**src/common/ssw_pkg.sv**
```systemverilog
package ssw_pkg;
	localparam int unsigned CLK_HZ = 200_000_000;
	// reset active time for each variant, in milliseconds
	localparam int unsigned RST_SHORT_MS = 50;
	localparam int unsigned RST_LONG_MS = 200;
	// watchdog timeouts, in milliseconds
	localparam int unsigned WD_FAST_MS = 100;
	localparam int unsigned WD_SLOW_MS = 1600;
	localparam int unsigned CYC_PER_MS = CLK_HZ / 1000;
	localparam int unsigned RST_SHORT_CYC = RST_SHORT_MS * CYC_PER_MS;
	localparam int unsigned RST_LONG_CYC = RST_LONG_MS * CYC_PER_MS;
	localparam int unsigned WD_FAST_CYC = WD_FAST_MS * CYC_PER_MS;
	localparam int unsigned WD_SLOW_CYC = WD_SLOW_MS * CYC_PER_MS;
	localparam int CNT_W = 32;
	localparam int SYNC_STAGES = 3;
	// three-level kick input code
	typedef enum logic [1:0] {
		SSW_KICK_LOW,
		SSW_KICK_HIGH,
		SSW_KICK_MID
	} ssw_kick_t;
	localparam logic [1:0] KICK_RST = 2'h2;
endpackage

```
**src/common/ssw_sync_if.sv**
```systemverilog
`timescale 1ns/1ps
`default_nettype none
interface ssw_sync_if;
	logic raw;
	logic stable;
	modport sync (input raw, output stable);
	modport user (output raw, input stable);
endinterface
`default_nettype wire

```
**src/rtl/ssw_supervisor.sv**
```systemverilog
// How it works
// - reset output low while supply low or for one pulse after watchdog expiry.
// - reset stays low for the active time after supply returns.
// - unserviced enabled watchdog gives one reset pulse of active time.
// - larger variants choose the pulse width by a configuration parameter.
// - kick input steady past timeout pulses reset and lowers expired flag.
// - each kick transition restarts the timer; host must toggle in time.
// - kick input at middle level disables the watchdog.
// - power-fail flag low while sense below comparator threshold.
// - supply below backup forces power-fail flag low.
// - guarded select passes through above threshold, forced high below.
// - backup source indicator high while output runs from backup.
// - switched output takes the higher of main and backup supply.
// - expired flag returns high on next transition or on supply low.
// - after any reset the watchdog uses the slow timeout first.
`timescale 1ns/1ps
`default_nettype none
module ssw_supervisor #(
	parameter int unsigned RST_CYC = ssw_pkg::RST_SHORT_CYC,
	parameter int unsigned WD_FAST_CYC_P = ssw_pkg::WD_FAST_CYC,
	parameter int unsigned WD_SLOW_CYC_P = ssw_pkg::WD_SLOW_CYC
) (
	input wire logic i_mclk,
	input wire logic i_rst,
	input wire logic i_supply_ok,
	input wire logic i_main_above_backup,
	input wire logic i_power_fail_sense_ok,
	input wire logic [1:0] i_watchdog_kick_input,
	input wire logic i_wd_fast_sel,
	input wire logic i_guarded_select_in_n,
	output logic o_reset_n,
	output logic o_watchdog_expired_flag_n,
	output logic o_power_fail_flag_n,
	output logic o_guarded_select_out_n,
	output logic o_backup_source_active,
	output logic o_main_selected
);
	import ssw_pkg::*;
	localparam int KW = 2;

	////////////////////////////////////////////////////////////////////////
	// three-flop synchronisers on every external input except i_rst
	localparam int NS = 7;
	logic [NS-1:0] raw_in;
	logic [NS-1:0] syn;
	assign raw_in = {i_supply_ok, i_main_above_backup,
		i_power_fail_sense_ok, i_watchdog_kick_input,
		i_wd_fast_sel, i_guarded_select_in_n};
	genvar gi;
	generate
		for (gi = 0; gi < NS; gi++) begin : g_sync
			ssw_sync_if sif ();
			assign sif.raw = raw_in[gi];
			assign syn[gi] = sif.stable;
			ssw_sync u_sync (
				.i_mclk(i_mclk),
				.i_rst(i_rst),
				.port_s(sif)
			);
		end
	endgenerate
	wire supply_ok = syn[6];
	wire main_above = syn[5];
	wire pf_ok = syn[4];
	wire [KW-1:0] kick = syn[3:2];
	wire fast_sel = syn[1];
	wire sel_in_n = syn[0];

	////////////////////////////////////////////////////////////////////////
	// watchdog
	logic [CNT_W-1:0] wd_cnt;
	logic [CNT_W-1:0] rst_cnt;
	logic [KW-1:0] kick_prev;
	logic after_reset;
	logic expired_n;
	logic stretching;
	wire wd_enabled = (kick != KICK_RST);
	wire kick_valid = (kick_prev != KICK_RST);
	wire kick_edge = wd_enabled && kick_valid && (kick != kick_prev);
	// slow limit right after any reset, selected limit once kicked
	wire [CNT_W-1:0] wd_limit = (after_reset || !fast_sel) ?
		CNT_W'(WD_SLOW_CYC_P) : CNT_W'(WD_FAST_CYC_P);
	wire wd_hold = stretching || !supply_ok;
	// a kick on the last count still counts as service, so no pulse
	wire wd_fire = wd_enabled && !wd_hold && !kick_edge &&
		(wd_cnt >= wd_limit - 1);
	wire rst_done = (rst_cnt >= CNT_W'(RST_CYC) - 1);

	always_ff @(posedge i_mclk) begin
		if (i_rst) begin
			kick_prev <= KICK_RST;
		end else begin
			kick_prev <= kick;
		end
	end

	always_ff @(posedge i_mclk) begin
		if (i_rst || !wd_enabled || kick_edge || wd_hold || wd_fire) begin
			wd_cnt <= '0;
		end else begin
			wd_cnt <= wd_cnt + 1'b1;
		end
	end

	always_ff @(posedge i_mclk) begin
		if (i_rst || stretching || !supply_ok) begin
			after_reset <= 1'b1;
		end else if (kick_edge) begin
			after_reset <= 1'b0;
		end
	end

	// expired flag: clear on kick edge, low supply or disable wins
	always_ff @(posedge i_mclk) begin
		if (i_rst || !wd_enabled || !supply_ok || kick_edge) begin
			expired_n <= 1'b1;
		end else if (wd_fire) begin
			expired_n <= 1'b0;
		end
	end

	////////////////////////////////////////////////////////////////////////
	// reset stretcher
	always_ff @(posedge i_mclk) begin
		if (i_rst || !supply_ok) begin
			stretching <= 1'b1;
			rst_cnt <= '0;
		end else if (wd_fire) begin
			stretching <= 1'b1;
			rst_cnt <= '0;
		end else if (stretching) begin
			// width fixed by RST_CYC, set per variant
			if (rst_done) begin
				stretching <= 1'b0;
			end else begin
				rst_cnt <= rst_cnt + 1'b1;
			end
		end
	end

	////////////////////////////////////////////////////////////////////////
	// outputs, all registered
	wire next_reset_n = supply_ok && !stretching && !wd_fire;
	wire next_pf_n = main_above && pf_ok;
	wire next_sel_out_n = supply_ok ? sel_in_n : 1'b1;
	always_ff @(posedge i_mclk) begin
		if (i_rst) begin
			o_reset_n <= 1'b0;
			o_watchdog_expired_flag_n <= 1'b1;
			o_power_fail_flag_n <= 1'b0;
			o_guarded_select_out_n <= 1'b1;
			o_backup_source_active <= 1'b0;
			o_main_selected <= 1'b1;
		end else begin
			o_reset_n <= next_reset_n;
			o_watchdog_expired_flag_n <= expired_n;
			o_power_fail_flag_n <= next_pf_n;
			o_guarded_select_out_n <= next_sel_out_n;
			o_backup_source_active <= !main_above;
			o_main_selected <= main_above;
		end
	end

	////////////////////////////////////////////////////////////////////////
	// checks
	AST_SUPPLY_LOW_RESET: assert property (
		@(posedge i_mclk) disable iff (i_rst)
		!supply_ok |=> !o_reset_n)
		else $error("reset not low during low supply");
	AST_STRETCH_HOLD: assert property (
		@(posedge i_mclk) disable iff (i_rst)
		$rose(supply_ok) |=> !o_reset_n [*8])
		else $error("reset released too early after supply");
	AST_FIRE_STRETCH: assert property (
		@(posedge i_mclk) disable iff (i_rst)
		wd_fire |=> stretching && rst_cnt == '0)
		else $error("watchdog fire did not start reset pulse");
	AST_FIRE_HOLD: assert property (
		@(posedge i_mclk) disable iff (i_rst)
		wd_fire |=> !o_reset_n [*8])
		else $error("reset pulse after timeout too short");
	AST_STRETCH_END: assert property (
		@(posedge i_mclk) disable iff (i_rst)
		stretching && rst_done && supply_ok && !wd_fire |=> !stretching)
		else $error("reset pulse did not end at its width");
	AST_EXPIRE_FLAG: assert property (
		@(posedge i_mclk) disable iff (i_rst)
		wd_fire && supply_ok && !kick_edge |=>
			##1 !o_watchdog_expired_flag_n)
		else $error("expired flag not lowered");
	AST_KICK_RESTART: assert property (
		@(posedge i_mclk) disable iff (i_rst)
		kick_edge |=> wd_cnt == '0)
		else $error("kick did not restart timer");
	AST_DISABLED: assert property (
		@(posedge i_mclk) disable iff (i_rst)
		!wd_enabled |-> !wd_fire ##1 expired_n)
		else $error("watchdog active while disabled");
	AST_DIS_FLAG_OUT: assert property (
		@(posedge i_mclk) disable iff (i_rst)
		!wd_enabled |=> ##1 o_watchdog_expired_flag_n)
		else $error("expired pin low while disabled");
	AST_PF_FLAG: assert property (
		@(posedge i_mclk) disable iff (i_rst)
		!main_above |=> !o_power_fail_flag_n)
		else $error("power-fail flag not low on backup");
	AST_PF_SENSE: assert property (
		@(posedge i_mclk) disable iff (i_rst)
		main_above |=> o_power_fail_flag_n == $past(pf_ok))
		else $error("power-fail flag does not follow sense");
	AST_SEL_GATE: assert property (
		@(posedge i_mclk) disable iff (i_rst)
		!supply_ok |=> o_guarded_select_out_n)
		else $error("guarded select not forced high");
	AST_SEL_PASS: assert property (
		@(posedge i_mclk) disable iff (i_rst)
		supply_ok |=> o_guarded_select_out_n == $past(sel_in_n))
		else $error("guarded select does not follow input");
	AST_BACKUP_IND: assert property (
		@(posedge i_mclk) disable iff (i_rst)
		!main_above |=> o_backup_source_active)
		else $error("backup indicator not raised on backup");
	AST_SEL_SOURCE: assert property (
		@(posedge i_mclk) disable iff (i_rst)
		main_above |=> o_main_selected)
		else $error("main not selected when higher");
	AST_FLAG_CLEAR: assert property (
		@(posedge i_mclk) disable iff (i_rst)
		!supply_ok |=> expired_n)
		else $error("expired flag not cleared on low supply");
	AST_KICK_CLEAR: assert property (
		@(posedge i_mclk) disable iff (i_rst)
		kick_edge |=> expired_n)
		else $error("expired flag not cleared on kick");
	AST_LOW_FLAG_OUT: assert property (
		@(posedge i_mclk) disable iff (i_rst)
		!supply_ok |=> ##1 o_watchdog_expired_flag_n)
		else $error("expired pin low during low supply");
	AST_SLOW_FIRST: assert property (
		@(posedge i_mclk) disable iff (i_rst)
		stretching |=> after_reset)
		else $error("slow timeout not armed after reset");
endmodule
`default_nettype wire

```
**src/rtl/ssw_sync.sv**
```systemverilog
`timescale 1ns/1ps
`default_nettype none
module ssw_sync (
	input wire logic i_mclk,
	input wire logic i_rst,
	ssw_sync_if.sync port_s
);
	import ssw_pkg::*;
	logic s1;
	logic s2;
	logic s3;
	logic held;
	// only s2 and s3 are compared, s1 feeds nothing else
	wire agree = (s2 == s3);
	// the pipeline runs through reset and reset loads the settled level,
	// so release shows no false low supply or backup indication
	always_ff @(posedge i_mclk) begin
		s1 <= port_s.raw;
		s2 <= s1;
		s3 <= s2;
		if (i_rst || agree)
			held <= s3;
	end
	assign port_s.stable = held;
endmodule
`default_nettype wire

```
**config.mk**
```make
export PLATFORM = sky130hd
export DESIGN_NAME = ssw_supervisor
export DESIGN_NICKNAME = d
export VERILOG_FILES = /design/src/common/ssw_pkg.sv /design/src/common/ssw_sync_if.sv /design/src/rtl/ssw_supervisor.sv /design/src/rtl/ssw_sync.sv
export SDC_FILE = /design/constraint.sdc
export NUM_CORES = 1
export LEC_CHECK = 0
export BUFFER_PORTS_ARGS = -buffer_cell sky130_fd_sc_hd__buf_2
export CAP_MARGIN = 10
export CORE_MARGIN = 2
export CORE_UTILIZATION = 61
export DETAILED_ROUTE_END_ITERATION = 10
export GPL_ROUTABILITY_DRIVEN = 0
export GPL_TIMING_DRIVEN = 0
export PLACE_DENSITY = 0.76
export SYNTH_ARGS = -nofsm -noshare
export SYNTH_HDL_FRONTEND = slang
export SYNTH_SLANG_ARGS = --single-unit
export TNS_END_PERCENT = 30
```
**constraint.sdc**
```tcl
create_clock -name i_mclk -period 3 [get_ports i_mclk]
set_input_delay 0.6 -clock i_mclk [delete_from_list [all_inputs] [get_ports i_mclk]]
set_output_delay 0.6 -clock i_mclk [all_outputs]
set_load 0.03 [all_outputs]
```
### Word level (Yosys, flattened, before mapping)

Index checks and enable logic that the tools add are counted.

| operators by class | value |
|---|---|
| muxes and demuxes | 3 |
| order comparisons | 2 |
| bitwise gates (word level) | 2 |
| reduce and logical (&&, ||, !) cells | 37 |
| equality and inequality tests | 10 |
| add/subtract/negate cells | 3 |

Operators by type and width:

| cell | count |
|---|---|
| $add A32 B1 Y32 const B | 2 |
| $ge A32 B24 Y1 const B | 1 |
| $ge A32 B32 Y1 | 1 |
| $sub A29 B1 Y30 const B | 1 |
| $mux W29 | 1 |
| $logic_or A1 B1 Y1 | 18 |
| $logic_and A1 B1 Y1 | 8 |
| $logic_not A1 Y1 | 8 |
| $eq A1 B1 Y1 | 7 |
| $ne A2 B2 Y1 const B | 2 |
| $reduce_or A2 Y1 | 2 |
| $mux W1 | 2 |
| $ne A2 B2 Y1 | 1 |
| $not A1 Y1 | 2 |
| $reduce_and A2 Y1 | 1 |

| storage, ports and cells | value |
|---|---|
| logic and storage cells | 97 |
| register bits | 103 |
| output and inout bits | 6 |
| input bits | 9 |

### Longest topological paths before layout

Gate-level depths: netlist (run 1).

| depth | value |
|---|---|
| depth after elaboration | 8 |
| depth in mapped cells | 11 |
| depth with buffers taken out | 9 |

### Hierarchy

Synthesis (run 1) repeated with hierarchy kept, for this count alone.

| second synthesis, totals | value |
|---|---|
| cell total of the unflattened synthesis | 417 |
| area, all modules | 4020.1 sq um |

Modules (own cells, without submodules):

| module | area each (sq um) | seq. area each (sq um) | instances | cells each |
|---|---|---|---|---|
| ssw_supervisor | 3284.4 | 1501.4 | 1 | 375 |
| ssw_sync | 105.1 | 90.1 | 7 | 6 |

### Worst setup path after synthesis (run 1)

Ideal clock, no wire load.

| path | value |
|---|---|
| path kind | reg2reg |
| from | register g_sync[1].u_sync.held |
| to | register rst_cnt[21] |
| path buffers | 2 |
| stages on the path, launching flop included | 12 |
| data required time | 2938 ps |
| setup time | 62 ps |
| arrival | 2217 ps |
| setup slack | 722 ps |
| period minus slack after synthesis | 2278 ps |
| cell sequence | edfxtp_1 > nand2b_4 > inv_4 > ha_1 > a211o_1 > o21ai_0 > a21o_1 > a21boi_2 > or3_1 > buf_6 > buf_6 > nor2_2 |

| on the way | value |
|---|---|
| cells in the longest elaborated chain, start to end | 7 |

RTL lines:

| element | RTL line | text |
|---|---|---|
| from (decl) | ssw_sync.sv:12 | `logic held;` |
| from (signal assigned) | ssw_sync.sv:22 | `held <= s3;` |
| $logic_not A1 Y1 | ssw_supervisor.sv:81 | `wire [CNT_W-1:0] wd_limit = (after_reset \|\| !fast_sel) ?` |
| $logic_or A1 B1 Y1 | ssw_supervisor.sv:81 |  |
| $mux W29 | ssw_supervisor.sv:81 |  |
| $sub A29 B1 Y30 | ssw_supervisor.sv:86 | `(wd_cnt >= wd_limit - 1);` |
| $ge A32 B32 Y1 | ssw_supervisor.sv:86 |  |
| $logic_and A1 B1 Y1 | ssw_supervisor.sv:85 | `wire wd_fire = wd_enabled && !wd_hold && !kick_edge &&` |
| $reduce_or A2 Y1 (no source line) | - |  |
| to (signal assigned) | ssw_supervisor.sv:136 | `rst_cnt <= rst_cnt + 1'b1;` |
| to (decl) | ssw_supervisor.sv:72 | `logic [CNT_W-1:0] rst_cnt;` |

Every way passes these cells.
A chain may end at the register's enable or synchronous reset.

### Final worst setup path (run 1)

| path | value |
|---|---|
| from | register g_sync[1].u_sync.held |
| to | register rst_cnt[22] |

The elaborated chain is that of the path after synthesis.

==> results of run 1 <==
## worst register-to-register path, cell delays in order, from the launching register on
cell and delay (ps):
edfxtp_1 440, nand2b_4 140, inv_4 80, ha_1 270, nor4bb_1 280, o21ai_0 190, nor4_1 380, o211a_1 250
or3_1 130, buf_6 120, buf_6 170, nor2_2 50
## stage by stage
step	worst slack, ps	utilization	power [W]
final	409	0.682	0.00242
after global routing	79.1	0.682	0.00251
after CTS	356	0.682	0.00246
after detailed placement	370	0.648	0.00154
after global placement	414	0.648	0.00154
after floorplan	722	-	0.00152
## cells in the final DEF (no fill, tap or decap), types with 2 or more instances in the layout
| master | instances |
|---|---|
| xor2_1 | 45 |
| o21ai_0 | 5 |
| nand2_1 | 19 |
| inv_12 | 2 |
| a211o_1 | 2 |
| buf_4 | 2 |
| conb_1 | 3 |
| clkinv_8 | 3 |
| nor2b_1 | 3 |
| clkbuf_1 | 4 |
| and3_1 | 13 |
| a31oi_1 | 2 |
| and4_1 | 3 |
| nor4bb_1 | 2 |
| nand2b_1 | 10 |
| nand4_1 | 22 |
| and2_1 | 6 |
| a21oi_1 | 3 |
| nand3_1 | 21 |
| nor4_1 | 7 |
| dfxtp_1 | 96 |
| buf_6 | 4 |
| nor2_1 | 63 |
| xnor2_1 | 12 |
| edfxtp_1 | 7 |
| nor3_1 | 7 |
| clkbuf_8 | 9 |
| o211ai_1 | 2 |
| buf_2 | 17 |
| ha_1 | 7 |
| nor2_2 | 14 |
| or2_2 | 5 |
| inv_1 | 15 |
| or3_1 | 4 |
## registers in the layout, summed over array words and instances, names as in the netlist, 2 cells and up
signal                       cells
kick_prev                        2
g_sync.u_sync.s1                 7
wd_cnt                          32
g_sync.u_sync.port_s.stable      7
rst_cnt                         32
g_sync.u_sync.s3                 7
g_sync.u_sync.s2                 7
## per-layer routing
layer	up-vias	global-route usage
met4	0	0.0909
met2	25	0.315
met5	-	0
li1	1492	-
met3	11	0.0457
met1	1382	0.239
## layout make-up
type / instances / area, um2
repair buffers: 14 / 70.1
inverters: 16 / 62.6
clock inverters: 7 / 101
plain buffers: 13 / 90.1
clock buffers: 9 / 124
multi-input cells: 296 / 1880
fillers: 546 / 2130
well taps: 80 / 100
flip-flops and latches: 103 / 2130
## logic make-up after synthesis
kind of cell,share of synthesized area
simple gates,0.255
flops,0.513
other cells,0.000903
fa+ha+maj,0.0211
buf+inv,0.0368
mux,0.00241
compound gates,0.0497
xor+xnor,0.120
## worst max-delay path by stage
stage | endpoint | cells past startpoint | slack [ps] | from
6_report | rst_cnt[22] | 11 | 410 | g_sync[1].u_sync.port_s.stable
4_1_cts | wd_cnt[24] | 11 | 360 | g_sync[1].u_sync.port_s.stable
3_3_place_gp | wd_cnt[28] | 11 | 410 | g_sync[1].u_sync.port_s.stable
5_1_grt | wd_cnt[27] | 11 | 80 | g_sync[1].u_sync.port_s.stable
2_1_floorplan | rst_cnt[21] | 11 | 720 | g_sync[1].u_sync.port_s.stable
3_5_place_dp | wd_cnt[24] | 11 | 370 | g_sync[1].u_sync.port_s.stable
## power groups by stage
stage	Clock, W	Sequential, W	Combinational, W
floorplan	0	0.00147	0.0000496
global placement	0	0.00147	0.0000725
detailed placement	0	0.00147	0.0000744
CTS	0.000947	0.00144	0.0000747
global route	0.000986	0.00144	0.0000815
finish	0.000916	0.00144	0.0000735
==> flow_metrics.tcl, run 1 <==
set metrics [dict create \
    p_per_area_mw_per_mm2 532 \
    synth_cell_types 48 \
    cp_top_family "simple AND/OR/NAND/NOR gates" \
    dp.cells 522 \
    drt_first_pass_iters 4 \
    path_class "reg -> reg" \
    worstPathRequired_ps 3280 \
    holdBufCountCts 0 \
    comb_power_share 0.030 \
    cts_buffers 9 \
    worstHoldStart "i_guarded_select_in_n" \
    met2_length_um 3130 \
    clock_latency_ps 380 \
    cts_max_path_buffers 2 \
    crit_fanout 10 \
    r2r_end "rst_cnt[22]" \
    setup_violations 0 \
    avgSynthCellArea_um2 9.75 \
    post_cts_resize_count 0 \
    clk_pin_slew_worst_paths_ps 120 \
    wl_met1_um 3260 \
    grt_pass1_wl_um 11500 \
    p_seq_frac 0.592 \
    netlist.top_cell.by_area "dfxtp_1" \
    ant_nets 0 \
    slowest_stage "edfxtp_1" \
    track_usage 0.192 \
    fin_crit_sh 0.864 \
    area_growth_syn_to_layout_pct 9.70 \
    via_count 2910 \
    tightest_slew_ps 820 \
    crit_path_start_kind "flop" \
    synth_seq_cells 103 \
    synth_edf_count 7 \
    routedWlPerCell_um 12.4 \
    dp.final_hpwl_um 4730 \
    rsz0062_at_grt "false" \
    p_int_w 0.00181 \
    syn_inst 426 \
    r2r_slack_ps 410 \
    worst_path_most_repeated_cell "buf_6" \
    yosysWarnings 0 \
    fin_cells 538 \
    status "finished clean" \
    finalHoldViolCount 0 \
    cts_tree "done" \
    ir_drop_mv 0.418 \
    rows 30 \
    drt_drc_violations_left 0 \
    post_cts_buffers 0 \
    worstHoldPathCells 1 \
    drt-total-wl_um 6660 \
    numClockSinks 103 \
    final.setup.tns_ps 0 \
    yosysSeqAreaShare 0.513 \
    die_y_um 86.5 \
    grt_pass1_vias 2721 \
    grt-ovfl-total 0 \
    antenna_found_initial 0 \
    route.met3.wl_um 156 \
    synthTopCellsByCount "96 x dfxtp_1, 63 x nor2_1, 45 x xor2_1" \
    die_w_um 86.5 \
    synth_ff_type "dfxtp_1" \
    placed_area_mm2 0.00433 \
    path_buf_inv 3 \
    fmax_mhz 386 \
    p_leak_nw 1.70 \
    yosysTopAreaCellShare 0.463 \
    reg2reg_depth 11 \
    relSlewSlack 0.448 \
    final_layout_size_suffix_gt1_frac 0.138 \
    synth_area_leaders "dfxtp_1 46%, xor2_1 9.5%, nor2_1 5.7%" \
    viasPerCell 5.41 \
    cpPeakStageDelay_ps 440 \
    synth_area_mm2 0.00415 \
    post-synth-top-count-cell "dfxtp_1" \
    stdcell_area_mm2 0.00456 \
    maxCapViolCount 0 \
    grt_max_degree 24 \
    ios 15 \
    end_kind "flop" \
    core-area_mm2 0.00668 \
    start_util 0.622 \
    fin_skew_ps 12.0 \
    htreeDepth 3 \
    slew_violations 0 \
    pwr-share-clk 0.378 \
    clockRootBuffer "clkbuf_8" \
    antenna_cells 0 \
    io_buffers 14 \
    die-area_mm2 0.00748 \
    fin_crit_ps 2590 \
    cp.arrival_ps 2870 \
    hold_ws_ps 313 \
    async_reset_ff_frac 0 \
    swShare 0.256 \
    cp_cell_sequence "nand2b_4, inv_4, ha_1, nor4bb_1, o21ai_0, nor4_1, o211a_1, or3_1, buf_6, buf_6, nor2_2" \
    hold_class "in -> reg" \
    drt_iter0_markers 94 \
    routed.top_layer "met4" \
    holdPathEnd "g_sync[0].u_sync.s1" \
    fin_nets 469 \
    switchingPower_w 0.000620 \
    r2r-start "g_sync[1].u_sync.port_s.stable" \
]
No activity file was read; power rests on OpenSTA's default activity.
==> run 2: changes to the inputs <==
--- a/config.mk
+++ b/config.mk
@@ -5,14 +5,16 @@
 export SDC_FILE = /design/constraint.sdc
 export NUM_CORES = 1
 export LEC_CHECK = 0
+export ABC_AREA = 1
 export BUFFER_PORTS_ARGS = -buffer_cell sky130_fd_sc_hd__buf_2
 export CAP_MARGIN = 10
 export CORE_MARGIN = 2
-export CORE_UTILIZATION = 61
+export CORE_UTILIZATION = 62
 export DETAILED_ROUTE_END_ITERATION = 10
 export GPL_ROUTABILITY_DRIVEN = 0
 export GPL_TIMING_DRIVEN = 0
-export PLACE_DENSITY = 0.76
+export MAX_ROUTING_LAYER = met4
+export PLACE_DENSITY = 0.77
 export SYNTH_ARGS = -nofsm -noshare
 export SYNTH_HDL_FRONTEND = slang
 export SYNTH_SLANG_ARGS = --single-unit
==> flow_metrics.tcl, run 2 <==
set metrics [dict create \
    yosysTopAreaCellShare 0.407 \
    finalHoldViolCount 0 \
    fmax_mhz 432 \
    hold_class "in -> reg" \
    synth_area_mm2 0.00472 \
    worstPathRequired_ps 3310 \
    cts_tree "done" \
    cp.arrival_ps 2620 \
    rows 31 \
    ant_nets 0 \
    synth_mux_area_frac 0 \
    synth_top_family_by_area "simple AND/OR/NAND/NOR gates" \
    tightest_slew_ps 534 \
    fin_skew_ps 13.8 \
    area_growth_syn_to_layout_pct 8.91 \
    core-area_mm2 0.00733 \
    die_w_um 91.2 \
    final.setup.tns_ps 0 \
    numClockSinks 103 \
    end_kind "flop" \
    netlist.top_cell.by_area "dfxtp_1" \
    top_regs "rst_cnt x32, wd_cnt x32" \
    synth_seq_cells 103 \
    post_cts_resize_count 0 \
    drt_iter0_markers 292 \
    routedWlPerCell_um 12.3 \
    synthTopCellsByCount "138 x nand2_1, 96 x dfxtp_1, 95 x nor2_1" \
    setup_violations 0 \
    crit_fanout 10 \
    via_count 4022 \
    maxCapViolCount 0 \
    clk_pin_slew_worst_paths_ps 110 \
    ios 15 \
    synth-simple-area-share 0.360 \
    mostFrequentLayoutCells "138 x nand2_1, 96 x dfxtp_1, 95 x nor2_1" \
    start_util 0.644 \
    clockRootBuffer "clkbuf_8" \
    viasPerCell 5.28 \
    post_cts_buffers 0 \
    synth_area_leaders "dfxtp_1 41%, nand2_1 11%, nor2_1 7.6%" \
    rsz0062_at_grt "false" \
    r2r-start "g_sync[1].u_sync.port_s.stable" \
    cts_buffers 9 \
    synth_cell_types 35 \
    worstHoldStart "i_main_above_backup" \
    fin_cells 762 \
    synth_ff_type "dfxtp_1" \
    yosysWarnings 0 \
    drt-total-wl_um 9360 \
    fin_crit_sh 0.771 \
    p_leak_nw 2.01 \
    synth_adder_area_share 0.0186 \
    n_fill_cell 616 \
    fin_nets 674 \
    placed_area_mm2 0.00492 \
    io_buffers 14 \
    antenna_found_initial 0 \
    cts_max_path_buffers 2 \
    drt_first_pass_iters 5 \
    dp.cells 746 \
    avgSynthCellArea_um2 7.48 \
    crit_path_start_kind "flop" \
    path_class "reg -> reg" \
    final_common_cell "nand2_1" \
    relSlewSlack 0.641 \
    async_reset_ff_frac 0 \
    yosysSeqAreaShare 0.452 \
    ir_drop_mv 0.614 \
    synth_compound_area_frac 0.0310 \
    stdcell_area_mm2 0.00514 \
    dp.final_hpwl_um 6820 \
    final_layout_size_suffix_gt1_frac 0.118 \
    grt_pass1_vias 3813 \
    holdBufCountCts 0 \
    grt-ovfl-total 0 \
    clock_latency_ps 370 \
    p_per_area_mw_per_mm2 472 \
    hold_ws_ps 313 \
    track_usage 0.252 \
    syn_inst 631 \
    status "finished clean" \
    grt_pass1_wl_um 16700 \
    die_y_um 91.2 \
    fin_crit_ps 2310 \
    multiInputGateArea_mm2 0.00221 \
    htreeDepth 3 \
    post-synth-top-count-cell "nand2_1" \
    antenna_cells 0 \
    seq_area_mm2 0.00213 \
    die-area_mm2 0.00833 \
    drt_drc_violations_left 0 \
    slew_violations 0 \
    synth_edf_count 7 \
    crit_start "g_sync[1].u_sync.port_s.stable" \
    synth_xor_area_frac 0.0557 \
    grt_max_degree 21 \
]
[run 2: cells by family after synthesis]
family	Yosys count
compound gates	28
simple gates	371
flops	103
fa+ha+maj	7
xor+xnor	30
other cells	1
buf+inv	91
[run 2: per-stage QoR]
stage | setup WS (ps) | util | total power [W]
after floorplan | 1080 | - | 0.00151
after detailed placement | 728 | 0.671 | 0.00153
final | 688 | 0.701 | 0.00243
after global placement | 781 | 0.671 | 0.00152
after global routing | 478 | 0.701 | 0.00252
after CTS | 699 | 0.701 | 0.00245
[run 2: path summary, 6_finish.rpt]
kind                                             to  slack (ps)  depth (start not counted)
worst max-delay path                     wd_cnt[28]         690                         12
worst max register to register           wd_cnt[28]         690                         12
worst min-delay path            g_sync[5].u_sync.s1         310                          1
worst min register to register  g_sync[4].u_sync.s2         340                          0
[run 2: cell type report]
cell class                 instances  area share
timing repair buffer              14      0.0136
buffer                            14      0.0192
tap                               99      0.0241
multi-input combinational        439       0.429
inverter                          77      0.0565
clock buffer                       9      0.0241
sequential                       103       0.415
clock inverter                     7      0.0185
[run 2: report_power, final]
| group | switching [W] | internal [W] | leakage (nW) | total, W |
|---|---|---|---|---|
| clock network | 0.000519 | 0.000412 | 0.111 | 0.000931 |
| registers | 0.0000174 | 0.00142 | 0.855 | 0.00143 |
| logic | 0.0000394 | 0.0000243 | 1.04 | 0.0000638 |
[run 2: routing by layer]
layer  up-vias  GRT usage  part of all wire
met5         -          -                 0
met4         0     0.0644             0.013
met3        13     0.0606             0.049
met2        88      0.407              0.46
met1      1854      0.319              0.48
li1       2067          -                 -
[run 2: critical path, stage by stage, from the launching register on]
cell	delay, ps
edfxtp_1	500
nand2_4	180
clkinv_2	130
ha_1	310
a21oi_1	150
nand2_1	60
nand2_1	50
nand2_1	50
a21oi_1	220
nand4_1	150
buf_4	210
buf_6	170
nor2_2	80
